<file path="config.mk">
export PLATFORM = sky130hd
export DESIGN_NAME = strap_sideband_ctrl
export DESIGN_NICKNAME = d
export VERILOG_FILES = /design/src/hw/strap_pkg.sv /design/src/hw/strap_sync_bit.sv /design/src/hw/strap_sideband_ctrl.sv
export SDC_FILE = /design/constraint.sdc
export NUM_CORES = 1
export LEC_CHECK = 0
export BUFFER_PORTS_ARGS = -buffer_cell sky130_fd_sc_hd__buf_2
export CAP_MARGIN = 20
export CORE_MARGIN = 4
export CORE_UTILIZATION = 41
export DETAILED_ROUTE_END_ITERATION = 8
export PLACE_DENSITY = 0.78
export SYNTH_ARGS = -nofsm -noshare
export SYNTH_HDL_FRONTEND = slang
export SYNTH_HIERARCHICAL = 1
export SYNTH_SLANG_ARGS = --single-unit
export TNS_END_PERCENT = 50
</file>
<file path="constraint.sdc">
create_clock -name sys_clk_i -period 1.21 [get_ports sys_clk_i]
set_input_delay 0.1815 -clock sys_clk_i [delete_from_list [all_inputs] [get_ports sys_clk_i]]
set_output_delay 0.1815 -clock sys_clk_i [all_outputs]
set_load 0.05 [all_outputs]
</file>
<file path="src/hw/strap_pkg.sv">
// package for the strap and sideband pin control block
// assumes one 10 MHz clock and a synchronous active-low reset
// Notes on behaviour
// - eeprom data pin sampled as eeprom enable
// - drive eeprom clock; data pin bidirectional after init
// - scan enable pin drives zero normally
// - eight general pins, per-pin output enable
// - general pins 7:5 give bus address 2:0
// - debug mode: general pins 4:0 select debug
// - power saving follows power saving strap
// - select strap: low substate, high status
// - protocol strap low i2c, high smbus
// - refclk request active low, controls substate
// - status mode drives port status per port
package strap_pkg;
  // ----------------------------------------------------------------
  // sizes and reset values
  // ----------------------------------------------------------------
  localparam int         GP_W          = 8;     // general pin count
  localparam int         PORTS         = 4;     // per-port pin count
  localparam int         ADDR_LO       = 5;     // address bits low index
  localparam int         ADDR_W        = 3;     // address bits taken
  localparam int         DBG_W         = 5;     // debug select width
  localparam logic       SCAN_OUT_VAL  = 1'h0;  // scan pin level
  localparam logic [7:0] GP_OE_RST     = 8'h00; // all inputs at reset
  localparam logic [7:0] GP_OUT_RST    = 8'h00;
  // pull defaults for undriven straps
  localparam logic EE_EN_DEF   = 1'h1;
  localparam logic PSAV_DEF    = 1'h1;
  localparam logic SEL_DEF     = 1'h0;
  localparam logic PROTO_DEF   = 1'h0;

  // ----------------------------------------------------------------
  // types
  // ----------------------------------------------------------------
  typedef enum logic [1:0] {
    ST_RESET = 2'b00,   // held in reset
    ST_CAPT  = 2'b01,   // straps captured, eeprom and port pins still off
    ST_RUN   = 2'b10    // normal operation
  } init_state_e;

  typedef struct packed {
    logic eeprom_enable;   // eeprom loading on
    logic power_saving;    // power saving on
    logic status_mode;     // 1 status, 0 substate
    logic smbus_mode;      // 1 smbus, 0 i2c
  } strap_s;
endpackage

</file>
<file path="src/hw/strap_sync_bit.sv">
// one strap latch: captures a level on a capture strobe
// assumes the strobe is a one-cycle pulse in the system clock domain
module strap_sync_bit #(
  parameter logic DEF = 1'h0     // pull-level default
) (
  // clock and reset
  input  wire logic sys_clk_i,
  input  wire logic resetn_i,
  // capture
  input  wire logic capture_i,
  input  wire logic level_i,
  output logic      held_o
);
  // ----------------------------------------------------------------
  // latch
  // ----------------------------------------------------------------
  // reset loads the pull default; capture takes the pin
  always_ff @(posedge sys_clk_i) begin
    if (!resetn_i) begin
      held_o <= DEF;
    end else if (capture_i) begin
      held_o <= level_i;
    end
  end
endmodule // strap_sync_bit

</file>
<file path="src/hw/strap_sideband_ctrl.sv">
// strap and sideband pin control: straps, eeprom pins, scan pin,
// general pins and shared per-port pins
// assumes pins are synchronous to sys_clk_i; pad logic is outside
module strap_sideband_ctrl (
  // clock and reset
  input  wire logic                       sys_clk_i,
  input  wire logic                       resetn_i,
  // strap pins
  input  wire logic                       power_saving_strap_i,
  input  wire logic                       status_or_substate_select_i,
  input  wire logic                       mgmt_protocol_select_i,
  input  wire logic                       debug_mode_i,
  // eeprom pins
  input  wire logic                       eeprom_clk_gen_i,
  input  wire logic                       eeprom_data_out_i,
  input  wire logic                       eeprom_data_drive_i,
  input  wire logic                       eeprom_serial_data_i,
  output logic                            eeprom_serial_clock_o,
  output logic                            eeprom_serial_data_o,
  output logic                            eeprom_serial_data_oe_o,
  output logic                            eeprom_data_in_o,
  // scan pin
  input  wire logic                       manuf_test_i,
  input  wire logic                       full_scan_control_i,
  output logic                            full_scan_control_o,
  output logic                            full_scan_control_oe_o,
  output logic                            scan_in_o,
  // general pins
  input  wire logic [strap_pkg::GP_W-1:0] gp_oe_ctrl_i,
  input  wire logic [strap_pkg::GP_W-1:0] gp_out_ctrl_i,
  input  wire logic [strap_pkg::GP_W-1:0] general_pins_i,
  output logic [strap_pkg::GP_W-1:0]      general_pins_o,
  output logic [strap_pkg::GP_W-1:0]      general_pins_oe_o,
  output logic [strap_pkg::GP_W-1:0]      gp_in_o,
  output logic [strap_pkg::ADDR_W-1:0]    mgmt_addr_low_o,
  output logic [strap_pkg::DBG_W-1:0]     debug_select_o,
  // shared per-port pins
  input  wire logic [strap_pkg::PORTS-1:0] refclk_req_core_i,
  input  wire logic [strap_pkg::PORTS-1:0] port_status_i,
  output logic [strap_pkg::PORTS-1:0]      port_pins_o,
  output logic [strap_pkg::PORTS-1:0]      port_pins_oe_o,
  // captured strap outputs
  output strap_pkg::strap_s                straps_o,
  output logic                             init_done_o
);
  // ----------------------------------------------------------------
  // init sequencer
  // ----------------------------------------------------------------
  strap_pkg::init_state_e state_reg;   // sequencer state
  strap_pkg::init_state_e state_next;
  logic                   capture;     // one-cycle capture strobe

  always_comb begin
    state_next = state_reg;
    case (state_reg)
      strap_pkg::ST_RESET: state_next = strap_pkg::ST_CAPT;
      strap_pkg::ST_CAPT:  state_next = strap_pkg::ST_RUN;
      strap_pkg::ST_RUN:   state_next = strap_pkg::ST_RUN;
      default:             state_next = strap_pkg::ST_RESET;
    endcase
  end

  // straps sampled in the first cycle after release, never later
  always_ff @(posedge sys_clk_i) begin
    if (!resetn_i) begin
      state_reg <= strap_pkg::ST_RESET;
    end else begin
      state_reg <= state_next;
    end
  end

  assign capture = (state_reg == strap_pkg::ST_RESET);

  // ----------------------------------------------------------------
  // strap latches
  // ----------------------------------------------------------------
  strap_pkg::strap_s held;        // latched straps
  logic              ee_held;     // one latch output per strap
  logic              psav_held;
  logic              sel_held;
  logic              proto_held;

  // the struct gets a single driver; per-field port drivers would
  // leave one variable with four writers
  assign held = {ee_held, psav_held, sel_held, proto_held};

  // the eeprom data pin doubles as the enable strap; the pad is not
  // driven before capture, so its level is the board strap
  strap_sync_bit #(.DEF(strap_pkg::EE_EN_DEF)) u_ee (
    .sys_clk_i (sys_clk_i),
    .resetn_i  (resetn_i),
    .capture_i (capture),
    .level_i   (eeprom_serial_data_i),
    .held_o    (ee_held)
  );
  strap_sync_bit #(.DEF(strap_pkg::PSAV_DEF)) u_psav (
    .sys_clk_i (sys_clk_i),
    .resetn_i  (resetn_i),
    .capture_i (capture),
    .level_i   (power_saving_strap_i),
    .held_o    (psav_held)
  );
  strap_sync_bit #(.DEF(strap_pkg::SEL_DEF)) u_sel (
    .sys_clk_i (sys_clk_i),
    .resetn_i  (resetn_i),
    .capture_i (capture),
    .level_i   (status_or_substate_select_i),
    .held_o    (sel_held)
  );
  strap_sync_bit #(.DEF(strap_pkg::PROTO_DEF)) u_proto (
    .sys_clk_i (sys_clk_i),
    .resetn_i  (resetn_i),
    .capture_i (capture),
    .level_i   (mgmt_protocol_select_i),
    .held_o    (proto_held)
  );

  // ----------------------------------------------------------------
  // registered straps and init flag
  // ----------------------------------------------------------------
  logic run;   // eeprom and port pins live only after capture
  assign run = (state_reg == strap_pkg::ST_RUN);

  always_ff @(posedge sys_clk_i) begin
    if (!resetn_i) begin
      straps_o    <= '0;
      init_done_o <= 1'h0;
    end else begin
      straps_o    <= held;
      init_done_o <= run;
    end
  end

  // ----------------------------------------------------------------
  // eeprom pins
  // ----------------------------------------------------------------
  // data pin is released while the strap is sampled
  always_ff @(posedge sys_clk_i) begin
    if (!resetn_i) begin
      eeprom_serial_clock_o   <= 1'h0;
      eeprom_serial_data_o    <= 1'h0;
      eeprom_serial_data_oe_o <= 1'h0;
      eeprom_data_in_o        <= 1'h0;
    end else begin
      eeprom_serial_clock_o   <= run & eeprom_clk_gen_i;
      eeprom_serial_data_o    <= eeprom_data_out_i;
      eeprom_serial_data_oe_o <= run & eeprom_data_drive_i;
      eeprom_data_in_o        <= eeprom_serial_data_i;
    end
  end

  // ----------------------------------------------------------------
  // scan pin
  // ----------------------------------------------------------------
  // outside test the pin is an output held at zero
  always_ff @(posedge sys_clk_i) begin
    if (!resetn_i) begin
      full_scan_control_o    <= strap_pkg::SCAN_OUT_VAL;
      full_scan_control_oe_o <= 1'h1;
      scan_in_o              <= 1'h0;
    end else begin
      full_scan_control_o    <= strap_pkg::SCAN_OUT_VAL;
      full_scan_control_oe_o <= ~manuf_test_i;
      scan_in_o              <= manuf_test_i & full_scan_control_i;
    end
  end

  // ----------------------------------------------------------------
  // general pins
  // ----------------------------------------------------------------
  // in debug mode the select bits are forced to inputs so the board
  // straps cannot be fought by software
  logic [strap_pkg::GP_W-1:0] dbg_mask;
  assign dbg_mask = debug_mode_i ?
                    {{(strap_pkg::GP_W-strap_pkg::DBG_W){1'h1}},
                     {strap_pkg::DBG_W{1'h0}}} :
                    {strap_pkg::GP_W{1'h1}};

  always_ff @(posedge sys_clk_i) begin
    if (!resetn_i) begin
      general_pins_o    <= strap_pkg::GP_OUT_RST;
      general_pins_oe_o <= strap_pkg::GP_OE_RST;
      gp_in_o           <= '0;
      mgmt_addr_low_o   <= '0;
      debug_select_o    <= '0;
    end else begin
      general_pins_o    <= gp_out_ctrl_i;
      general_pins_oe_o <= gp_oe_ctrl_i & dbg_mask;
      gp_in_o           <= general_pins_i;
      mgmt_addr_low_o   <= general_pins_i[strap_pkg::ADDR_LO +:
                                          strap_pkg::ADDR_W];
      debug_select_o    <= debug_mode_i ?
                           general_pins_i[strap_pkg::DBG_W-1:0] :
                           '0;
    end
  end

  // ----------------------------------------------------------------
  // shared per-port pins
  // ----------------------------------------------------------------
  // substate mode: active-low clock request; status mode: port status
  always_ff @(posedge sys_clk_i) begin
    if (!resetn_i) begin
      port_pins_o    <= '0;
      port_pins_oe_o <= '0;
    end else if (!run) begin
      port_pins_o    <= '0;
      port_pins_oe_o <= '0;
    end else if (held.status_mode) begin
      port_pins_o    <= port_status_i;
      port_pins_oe_o <= '1;
    end else begin
      port_pins_o    <= ~refclk_req_core_i;
      port_pins_oe_o <= '1;
    end
  end
endmodule // strap_sideband_ctrl

</file>
After elaboration in Yosys (flattened, before gate mapping)
Index checks and enable logic that the tools add are counted.

Bits in registers: 57. Input port bits: 44. Output and inout bits: 52. Logic and storage cells: 39.

Equality and inequality tests: 2. Muxes and demuxes: 4. Bitwise operators: 6. Reductions and logical operators: 4.

Operators by type and width (count): 8-bit AND (1); 4-bit two-way mux (2); 5-bit two-way mux (1); 4-bit inverter (1); 2-bit case mux with 2 select lines (1); 2-bit AND reduction (2); 1-bit AND (3); 2-bit by 1-bit equality test with 1-bit output (second input constant) (1); 2-bit equality test (second input constant) (1); 2-bit zero test (1); 2-bit OR reduction (1); 1-bit inverter (1).

Logic depth before layout (Yosys ltp)
Gate-level depths: netlist (run 1).

Depth in word-level cells: 3. Depth in mapped cells: 4. Depth with buffers taken out: 4.

Cells and area by module
The synthesis (run 1) kept the hierarchy.

By module, submodules not included: strap_sideband_ctrl (times used 1, cells each 120, area an instance 1396.3 sq um); strap_sync_bit at u_proto ... (times used 2, cells each 3, area an instance 36.3 sq um); strap_sync_bit at u_ee ... (times used 2, cells each 3, area an instance 33.8 sq um).

Least setup slack after synthesis (run 1)
No wires, ideal clock.

Path type: register to output. Start point: reg, netlist name port_pins_oe_o[2]. End point: out port_pins_oe_o[0] (netlist name). Arrival time: 0.954 ns. Data required time: 1.028 ns. Slack: 0.075 ns. Cell stages (with the launch flop): 2. Path buffers: 1. Cell sequence: dfxtp_1 > buf_4.

RTL lines: end: declaration (line strap_sideband_ctrl.sv:41) `output logic [strap_pkg::PORTS-1:0] port_pins_oe_o,`.

==> results of run 1 <==
final timing paths:
path,start,end,cells after the start
worst max-delay path,port_pins_oe_o[2],port_pins_oe_o[1],1
worst min-delay path,manuf_test_i,full_scan_control_oe_o,2
worst max register to register,state_reg[0],u_ee/held_o,4
worst min register to register,u_ee/held_o,u_ee/held_o,2
placed cells by master, fill, tap and decap left out:
cell,Yosys,layout
and2_1,33,33
a21oi_1,4,4
buf_2,0,94
conb_1,1,1
nor2b_1,2,2
nor2b_4,1,1
inv_1,2,2
ha_1,3,3
clkbuf_8,0,6
clkinvlp_4,0,1
and3_1,8,8
buf_4,9,2
or2_1,4,4
mux2i_1,4,4
dfxtp_1,50,50
clkinv_2,0,1
nand2_1,8,8
report_power, final:
group	internal, W	total, W	switching [W]
Sequential	0.00176	0.00180	0.0000432
Clock	0.000460	0.000974	0.000514
Combinational	0.000213	0.000709	0.000496
Total	0.00243	0.00348	0.00105
final cells by class:
type | count | area (um^2)
Clock inverter | 2 | 12.5
Clock buffer | 6 | 82.6
Inverter | 2 | 7.51
Multi-Input combinational cell | 68 | 439
Tap cell | 46 | 57.6
Fill cell | 311 | 1380
Timing Repair Buffer | 96 | 485
Sequential cell | 50 | 1000
worst register-to-register path: stages (launching register included):
cell	delay, ns
dfxtp_1	0.30
inv_1	0.09
ha_1	0.31
mux2i_1	0.22
nand2_1	0.06
logic make-up (layout without fill, tap and decap cells):
family,count (synthesis),in the layout,synth area share
compound gates,4,4,0.0130
flops,50,50,0.651
fa+ha+maj,3,3,0.0244
buf+inv,14,106,0.0627
other cells,1,1,0.00244
mux,4,4,0.0261
simple gates,56,56,0.220
metrics by stage:
stage                     instance area [um^2]  instances  worst slack (ns)  power, W  hold WS [ns]
final                                     2090        270            0.0779   0.00348        0.0565
after global routing                      2090        270           0.00625   0.00364        0.0723
after floorplan                           1540        132            0.0749   0.00238         0.243
after CTS                                 2090        270            0.0611   0.00352        0.0459
after global placement                    1990        262             0.148   0.00254         0.360
after detailed placement                  1990        262             0.114   0.00255         0.361
metal layers:
layer / GRT usage / up-vias
met1: 0.155 / 469
met4: 0.0390 / 0
met3: 0.0565 / 4
li1: - / 581
met2: 0.193 / 65
met5: 0 / -
synth_stat cells:
master | instances | area share
buf_6 | 1 | 0.0073
nor2b_1 | 2 | 0.0081
dfxtp_1 | 50 | 0.65
inv_1 | 2 | 0.0049
nand2_1 | 8 | 0.020
clkbuf_2 | 2 | 0.0065
mux2i_1 | 4 | 0.026
buf_4 | 9 | 0.044
conb_1 | 1 | 0.0024
and2_1 | 33 | 0.13
nor2b_4 | 1 | 0.0090
and3_1 | 8 | 0.033
ha_1 | 3 | 0.024
or2_1 | 4 | 0.016
a21oi_1 | 4 | 0.013
==> qor.csv, run 1 <==
metric,value,unit
final worst path period share,0.936,
hold_buf cts,0,
die area,4790,um^2
met1 wire length,1.30,mm
register clock-pin slew on the reported worst setup and hold paths,0.08,ns
# DRC,0,
Worst path slowest cell,dfxtp_1,
Slew Limit Fails,0,
Synth Register Bits,50,
share of cells above drive strength 1,0.469,
H-tree depth,2,
Detail Route met3 WL,336,um
largest net degree at the start of global routing,25,
"slowest stage delay, CP",0.37,ns
fin crit period,1.13,ns
total track usage,0.125,
Synthesis Warnings,6,
Area Growth Syn to Fin,35.7,%
Largest regs,"general_pins_o: 8 flops, general_pins_oe_o: 8 flops, gp_in_o: 8 flops",
Via Count,1119,
HP Class,in2reg,
post-layout util,0.601,
static leakage,1.12,nW
# IOs,96,
sequential area share after synthesis,0.651,
total grt overflow,0,
final hold vios,0,
CP cell instances,buf_2,
met2 wire length,1.34,mm
CORE AREA,3470,um^2
Post-Syn Nets,179,
Die Span X,69.2,um
PD cells,1670,nW/um^2
post-synth cell types,15,
first-pass GRT wire length,4.90,mm
fin nets,270,
# rows,21,
Required @ worst endpoint,1.03,ns
clock buffer depth,2,
clk root buf,clkbuf_8,
Synth Instances,132,
PostCTS Resize Cnt,0,
drt first-iter violations,45,
initial antenna violation count,0,
Num CTS Buffers,5,
Starting Density,0.443,
crit path capture type,output port,
clk sinks,50,
Finish-stage setup viols,0,
WS Path Type,reg2out,
DR top layer,met4,
WL per Instance,11.1,um
CP Max Fanout,5,
CTS tree,done,
die height,69.2,um
Post-Syn Area,1540,um^2
Final ANT Viol Nets,0,
dpl hpwl,2.36,mm
Crit path buffers/inverters,1,
vias per inst,4.14,
Mean Syn Cell Area,11.6,um^2
status,finished clean,
DRT Pass-1 Iters,2,
antenna cells,0,
vias in the first global route,1084,
WL final,3.00,mm
launching element type of the critical path,flip-flop,
buffers added on ports,94,
R2R setup slack,0.11,ns
Max Fclk,883,MHz
maximum vdd ir drop,0.730,mV
"Arr. time, crit path",0.95,ns
crit-path leading delay family,flip-flops,
Clock Latency Late Sink,0.29,ns
clk_skew,0.00422,ns
setup TNS,0,ns
Max Cap Viol,0,
RD Place Congestion,0.732,
RSZ-0062 raised after global routing,false,
postcts setup bufs,0,
No activity file was read; power rests on OpenSTA's default activity.
==> inputs of run 2 (changes only) <==
--- a/config.mk
+++ b/config.mk
@@ -5,12 +5,12 @@
 export SDC_FILE = /design/constraint.sdc
 export NUM_CORES = 1
 export LEC_CHECK = 0
-export BUFFER_PORTS_ARGS = -buffer_cell sky130_fd_sc_hd__buf_2
 export CAP_MARGIN = 20
 export CORE_MARGIN = 4
-export CORE_UTILIZATION = 41
+export CORE_UTILIZATION = 45
 export DETAILED_ROUTE_END_ITERATION = 8
-export PLACE_DENSITY = 0.78
+export DONT_BUFFER_PORTS = 1
+export PLACE_DENSITY = 0.61
 export SYNTH_ARGS = -nofsm -noshare
 export SYNTH_HDL_FRONTEND = slang
 export SYNTH_HIERARCHICAL = 1
==> qor.csv, run 2 (synthesis gave the netlist of run 1 again) <==
metric,value,unit
status,finished clean,
Required @ worst endpoint,1.03,ns
Area Growth Syn to Fin,44.7,%
Slew Limit Fails,0,
Hold Slack,0.417,ns
Starting Density,0.487,
# rows,20,
PD cells,1560,nW/um^2
"commonest non-fill, non-tap cell in the layout",dlygate4sd3_1,
Worst Hold Path EP,u_psav/held_o,
WHS Path Cells,2,
WL final,3.54,mm
Setup WS pre-CTS,0.128,ns
Num CTS Buffers,5,
Reg-to-Reg Start,u_proto/held_o,
Final ANT Viol Nets,0,
final worst path period share,0.982,
drt first-iter violations,25,
clk_skew,0.0139,ns
Slew @ Worst Pin,0.651,ns
Worst path slowest cell,dfxtp_2,
dpl hpwl,1.91,mm
Largest regs,"general_pins_o: 8 flops, general_pins_oe_o: 8 flops, gp_in_o: 8 flops",
CORE AREA,3150,um^2
buffers added on ports,0,
r2r endpoint,straps_o[0],
Via Count,1066,
register clock-pin slew on the reported worst setup and hold paths,0.14,ns
die area,4410,um^2
R2R cell count,2,
Slew HR,0.566,
PnR worst setup slack,0.0215,ns
# IOs,96,
launching element type of the critical path,flip-flop,
clk sinks,50,
CTS tree,done,
Die Span X,66.4,um
static leakage,0.988,nW
R2R setup slack,0.07,ns
DRT Pass-1 Iters,4,
Crit path buffers/inverters,1,
WL per Instance,15.4,um
crit-path leading delay family,flip-flops,
share of cells above drive strength 1,0.296,
Area after DPL,1550,um^2
clk root buf,clkbuf_4,
HP Class,in2reg,
fin nets,232,
HP Start,resetn_i,
largest net degree at the start of global routing,24,
crit path capture type,output port,
clock buffer depth,2,
Finish-stage setup viols,0,
total track usage,0.167,
Max Fclk,841,MHz
die height,66.4,um
CP Max Fanout,5,
most frequent cells in the layout,"dlygate4sd3_1, dfxtp_2, and2_1",
fin crit period,1.19,ns
Max Cap Viol,0,
postcts setup bufs,0,
# DRC,0,
initial antenna violation count,0,
first-pass GRT wire length,5.33,mm
total grt overflow,0,
antenna cells,0,
H-tree depth,2,
vias in the first global route,1116,
final hold vios,0,
setup TNS,0,ns
vias per inst,4.63,
RSZ-0062 raised after global routing,true,
final instance area,2220,um^2
RD Place Congestion,0.612,
WS Path Type,reg2out,
"slowest stage delay, CP",0.37,ns
"Arr. time, crit path",1.01,ns
post-layout util,0.705,
Clock Latency Late Sink,0.36,ns
CP cell instances,buf_12,
maximum vdd ir drop,1.05,mV
run 2: worst max path at each step:
| stage | start | cells after the start | end |
|---|---|---|---|
| 2_1_floorplan | port_pins_oe_o[2] | 1 | port_pins_oe_o[0] |
| 3_3_place_gp | state_reg[0] | 4 | u_ee/held_o |
| 3_5_place_dp | state_reg[0] | 4 | u_psav/held_o |
| 4_1_cts | general_pins_oe_o[3] | 0 | general_pins_oe_o[3] |
| 5_1_grt | port_pins_oe_o[2] | 1 | port_pins_oe_o[2] |
| 6_report | port_pins_oe_o[2] | 1 | port_pins_oe_o[0] |
run 2: where the power goes:
part	switching, W	internal, W	total (W)
logic	0.000222	0.000242	0.000464
clock network	0.000485	0.000428	0.000913
registers	0.000311	0.00177	0.00209
total	0.00102	0.00244	0.00346
run 2: stage by stage:
step / cells / power, W
after detailed placement: 168 / 0.00241
after floorplan: 132 / 0.00238
after CTS: 229 / 0.00346
after global routing: 230 / 0.00361
final: 230 / 0.00346
after global placement: 168 / 0.00240
run 2: repair_timing:
action | in CTS | in global routing
endpoints found under the setup margin | 4 | 49
hold endpoints to repair | 50 | 4
resized for setup | 4 | 39
hold buffers | 53 | 1
run 2: layout make-up:
type	instances	area (um^2)
Inverter	2	7.51
Clock buffer	5	37.5
Timing Repair Buffer	58	589
Multi-Input combinational cell	68	442
Sequential cell	50	1050
Fill cell	228	930
Clock inverter	3	40.0
Tap cell	44	55.1
run 2: layer usage:
layer	GRT usage	share of wire	vias to the layer above
met5	0	0	-
met4	0.0812	0.016	0
met3	0.0782	0.096	7
met2	0.295	0.54	61
met1	0.161	0.34	489
li1	-	-	509
==> inputs of run 3 (changes only) <==
==> constraint.sdc (replaced) <==
create_clock -name sys_clk_i -period 1.2 [get_ports sys_clk_i]
set_input_delay 0.18 -clock sys_clk_i [delete_from_list [all_inputs] [get_ports sys_clk_i]]
set_output_delay 0.18 -clock sys_clk_i [all_outputs]
set_load 0.05 [all_outputs]
==> qor.csv, run 3 (synthesis gave the netlist of run 1 again) <==
metric,value,unit
status,finished clean,
die height,66.4,um
antenna cells,0,
Max Fclk,842,MHz
fin nets,234,
Cells after DPL,168,
RSZ-0062 raised after global routing,true,
vias in the first global route,1125,
Slew HR,0.563,
# IOs,96,
Final ANT Viol Nets,0,
clock buffer depth,2,
Critical Path Source,port_pins_oe_o[2],
total track usage,0.169,
R2R cell count,2,
drt first-iter violations,32,
"slowest stage delay, CP",0.37,ns
post-layout util,0.714,
WL final,3.53,mm
Finish-stage setup viols,0,
clk_skew,0.0116,ns
# rows,20,
Crit path depth,1,
Reg-to-Reg Start,u_proto/held_o,
Max Cap Viol,0,
Worst path slowest cell,dfxtp_2,
Slew Limit Fails,0,
buffers added on ports,0,
largest net degree at the start of global routing,24,
Clock Latency Late Sink,0.36,ns
WL per Instance,15.2,um
Required @ worst endpoint,1.02,ns
static leakage,1.00,nW
Crit path buffers/inverters,1,
maximum vdd ir drop,1.05,mV
Critical Path End,port_pins_oe_o[0],
die area,4410,um^2
clk sinks,50,
postcts setup bufs,0,
Largest regs,"general_pins_o: 8 flops, general_pins_oe_o: 8 flops, gp_in_o: 8 flops",
Post-Layout Cell Count,232,
initial antenna violation count,0,
DRT Pass-1 Iters,4,
total grt overflow,0,
CP Max Fanout,5,
Starting Density,0.487,
Via Count,1070,
Num CTS Buffers,5,
Tot Pwr,0.00349,W
clk root buf,clkbuf_4,
vias per inst,4.61,
HP Class,in2reg,
R2R setup slack,0.06,ns
"Arr. time, crit path",1.01,ns
CORE AREA,3150,um^2
r2r endpoint,straps_o[0],
Setup WS pre-CTS,0.118,ns
crit-path leading delay family,flip-flops,
Hold Slack,0.422,ns
register clock-pin slew on the reported worst setup and hold paths,0.13,ns
final worst path period share,0.989,
"commonest non-fill, non-tap cell in the layout",dlygate4sd3_1,
Slew @ Worst Pin,0.655,ns
launching element type of the critical path,flip-flop,
most frequent cells in the layout,"dlygate4sd3_1, dfxtp_2, and2_1",
final hold vios,0,
crit path capture type,output port,
fin crit period,1.19,ns
CP cell instances,buf_12,
Die Span X,66.4,um
H-tree depth,2,
RD Place Congestion,0.612,
# DRC,0,
dpl hpwl,1.91,mm
first-pass GRT wire length,5.40,mm
CTS tree,done,
PD cells,1550,nW/um^2
share of cells above drive strength 1,0.293,
WS Path Type,reg2out,
PnR worst setup slack,0.0129,ns
Area Growth Syn to Fin,46.5,%
-- run 3: cell type report --
| cell class | instances | area [um^2] |
|---|---|---|
| tap | 44 | 55.1 |
| timing repair buffer | 60 | 617 |
| fill | 226 | 902 |
| clock inverter | 3 | 40.0 |
| inverter | 2 | 7.51 |
| multi-input combinational | 68 | 442 |
| sequential | 50 | 1050 |
| clock buffer | 5 | 37.5 |
-- run 3: worst min path at each step --
stage	startpoint	to	slack, ns	depth (start not counted)
final	resetn_i	full_scan_control_oe_o	0.42	2
after global routing	resetn_i	full_scan_control_oe_o	0.42	2
after CTS	debug_mode_i	general_pins_oe_o[3]	0.001	2
after detailed placement	manuf_test_i	full_scan_control_oe_o	0.25	1
after global placement	resetn_i	u_psav/held_o	0.24	1
after floorplan	manuf_test_i	full_scan_control_oe_o	0.24	1
-- run 3: repair_timing --
action / 4_1_cts / 5_1_grt
hold buffers: 55 / 1
gates resized for setup: 19 / 26
endpoints found under the setup margin: 24 / 38
endpoints found under the hold margin: 50 / 2
pin swaps: 0 / 0
-- run 3: layer usage --
metal,GRT usage,vias up,share of wire
met5,0,-,0
met4,0.0812,0,0.016
met3,0.0782,7,0.098
met2,0.300,59,0.54
met1,0.163,491,0.34
li1,-,513,-
-- run 3: stage by stage --
stage	area (um^2)	setup TNS, ns
2_1_floorplan	1540	0
5_1_grt	2250	-0.228
3_3_place_gp	1550	0
6_report	2250	0
3_5_place_dp	1550	0
4_1_cts	2200	-0.0440
-- run 3: power breakdown --
group	leakage (nW)	internal [W]	switching (W)	total [W]
combinational	0.531	0.000249	0.000223	0.000472
clock	0.0450	0.000432	0.000487	0.000919
sequential	0.427	0.00179	0.000314	0.00210
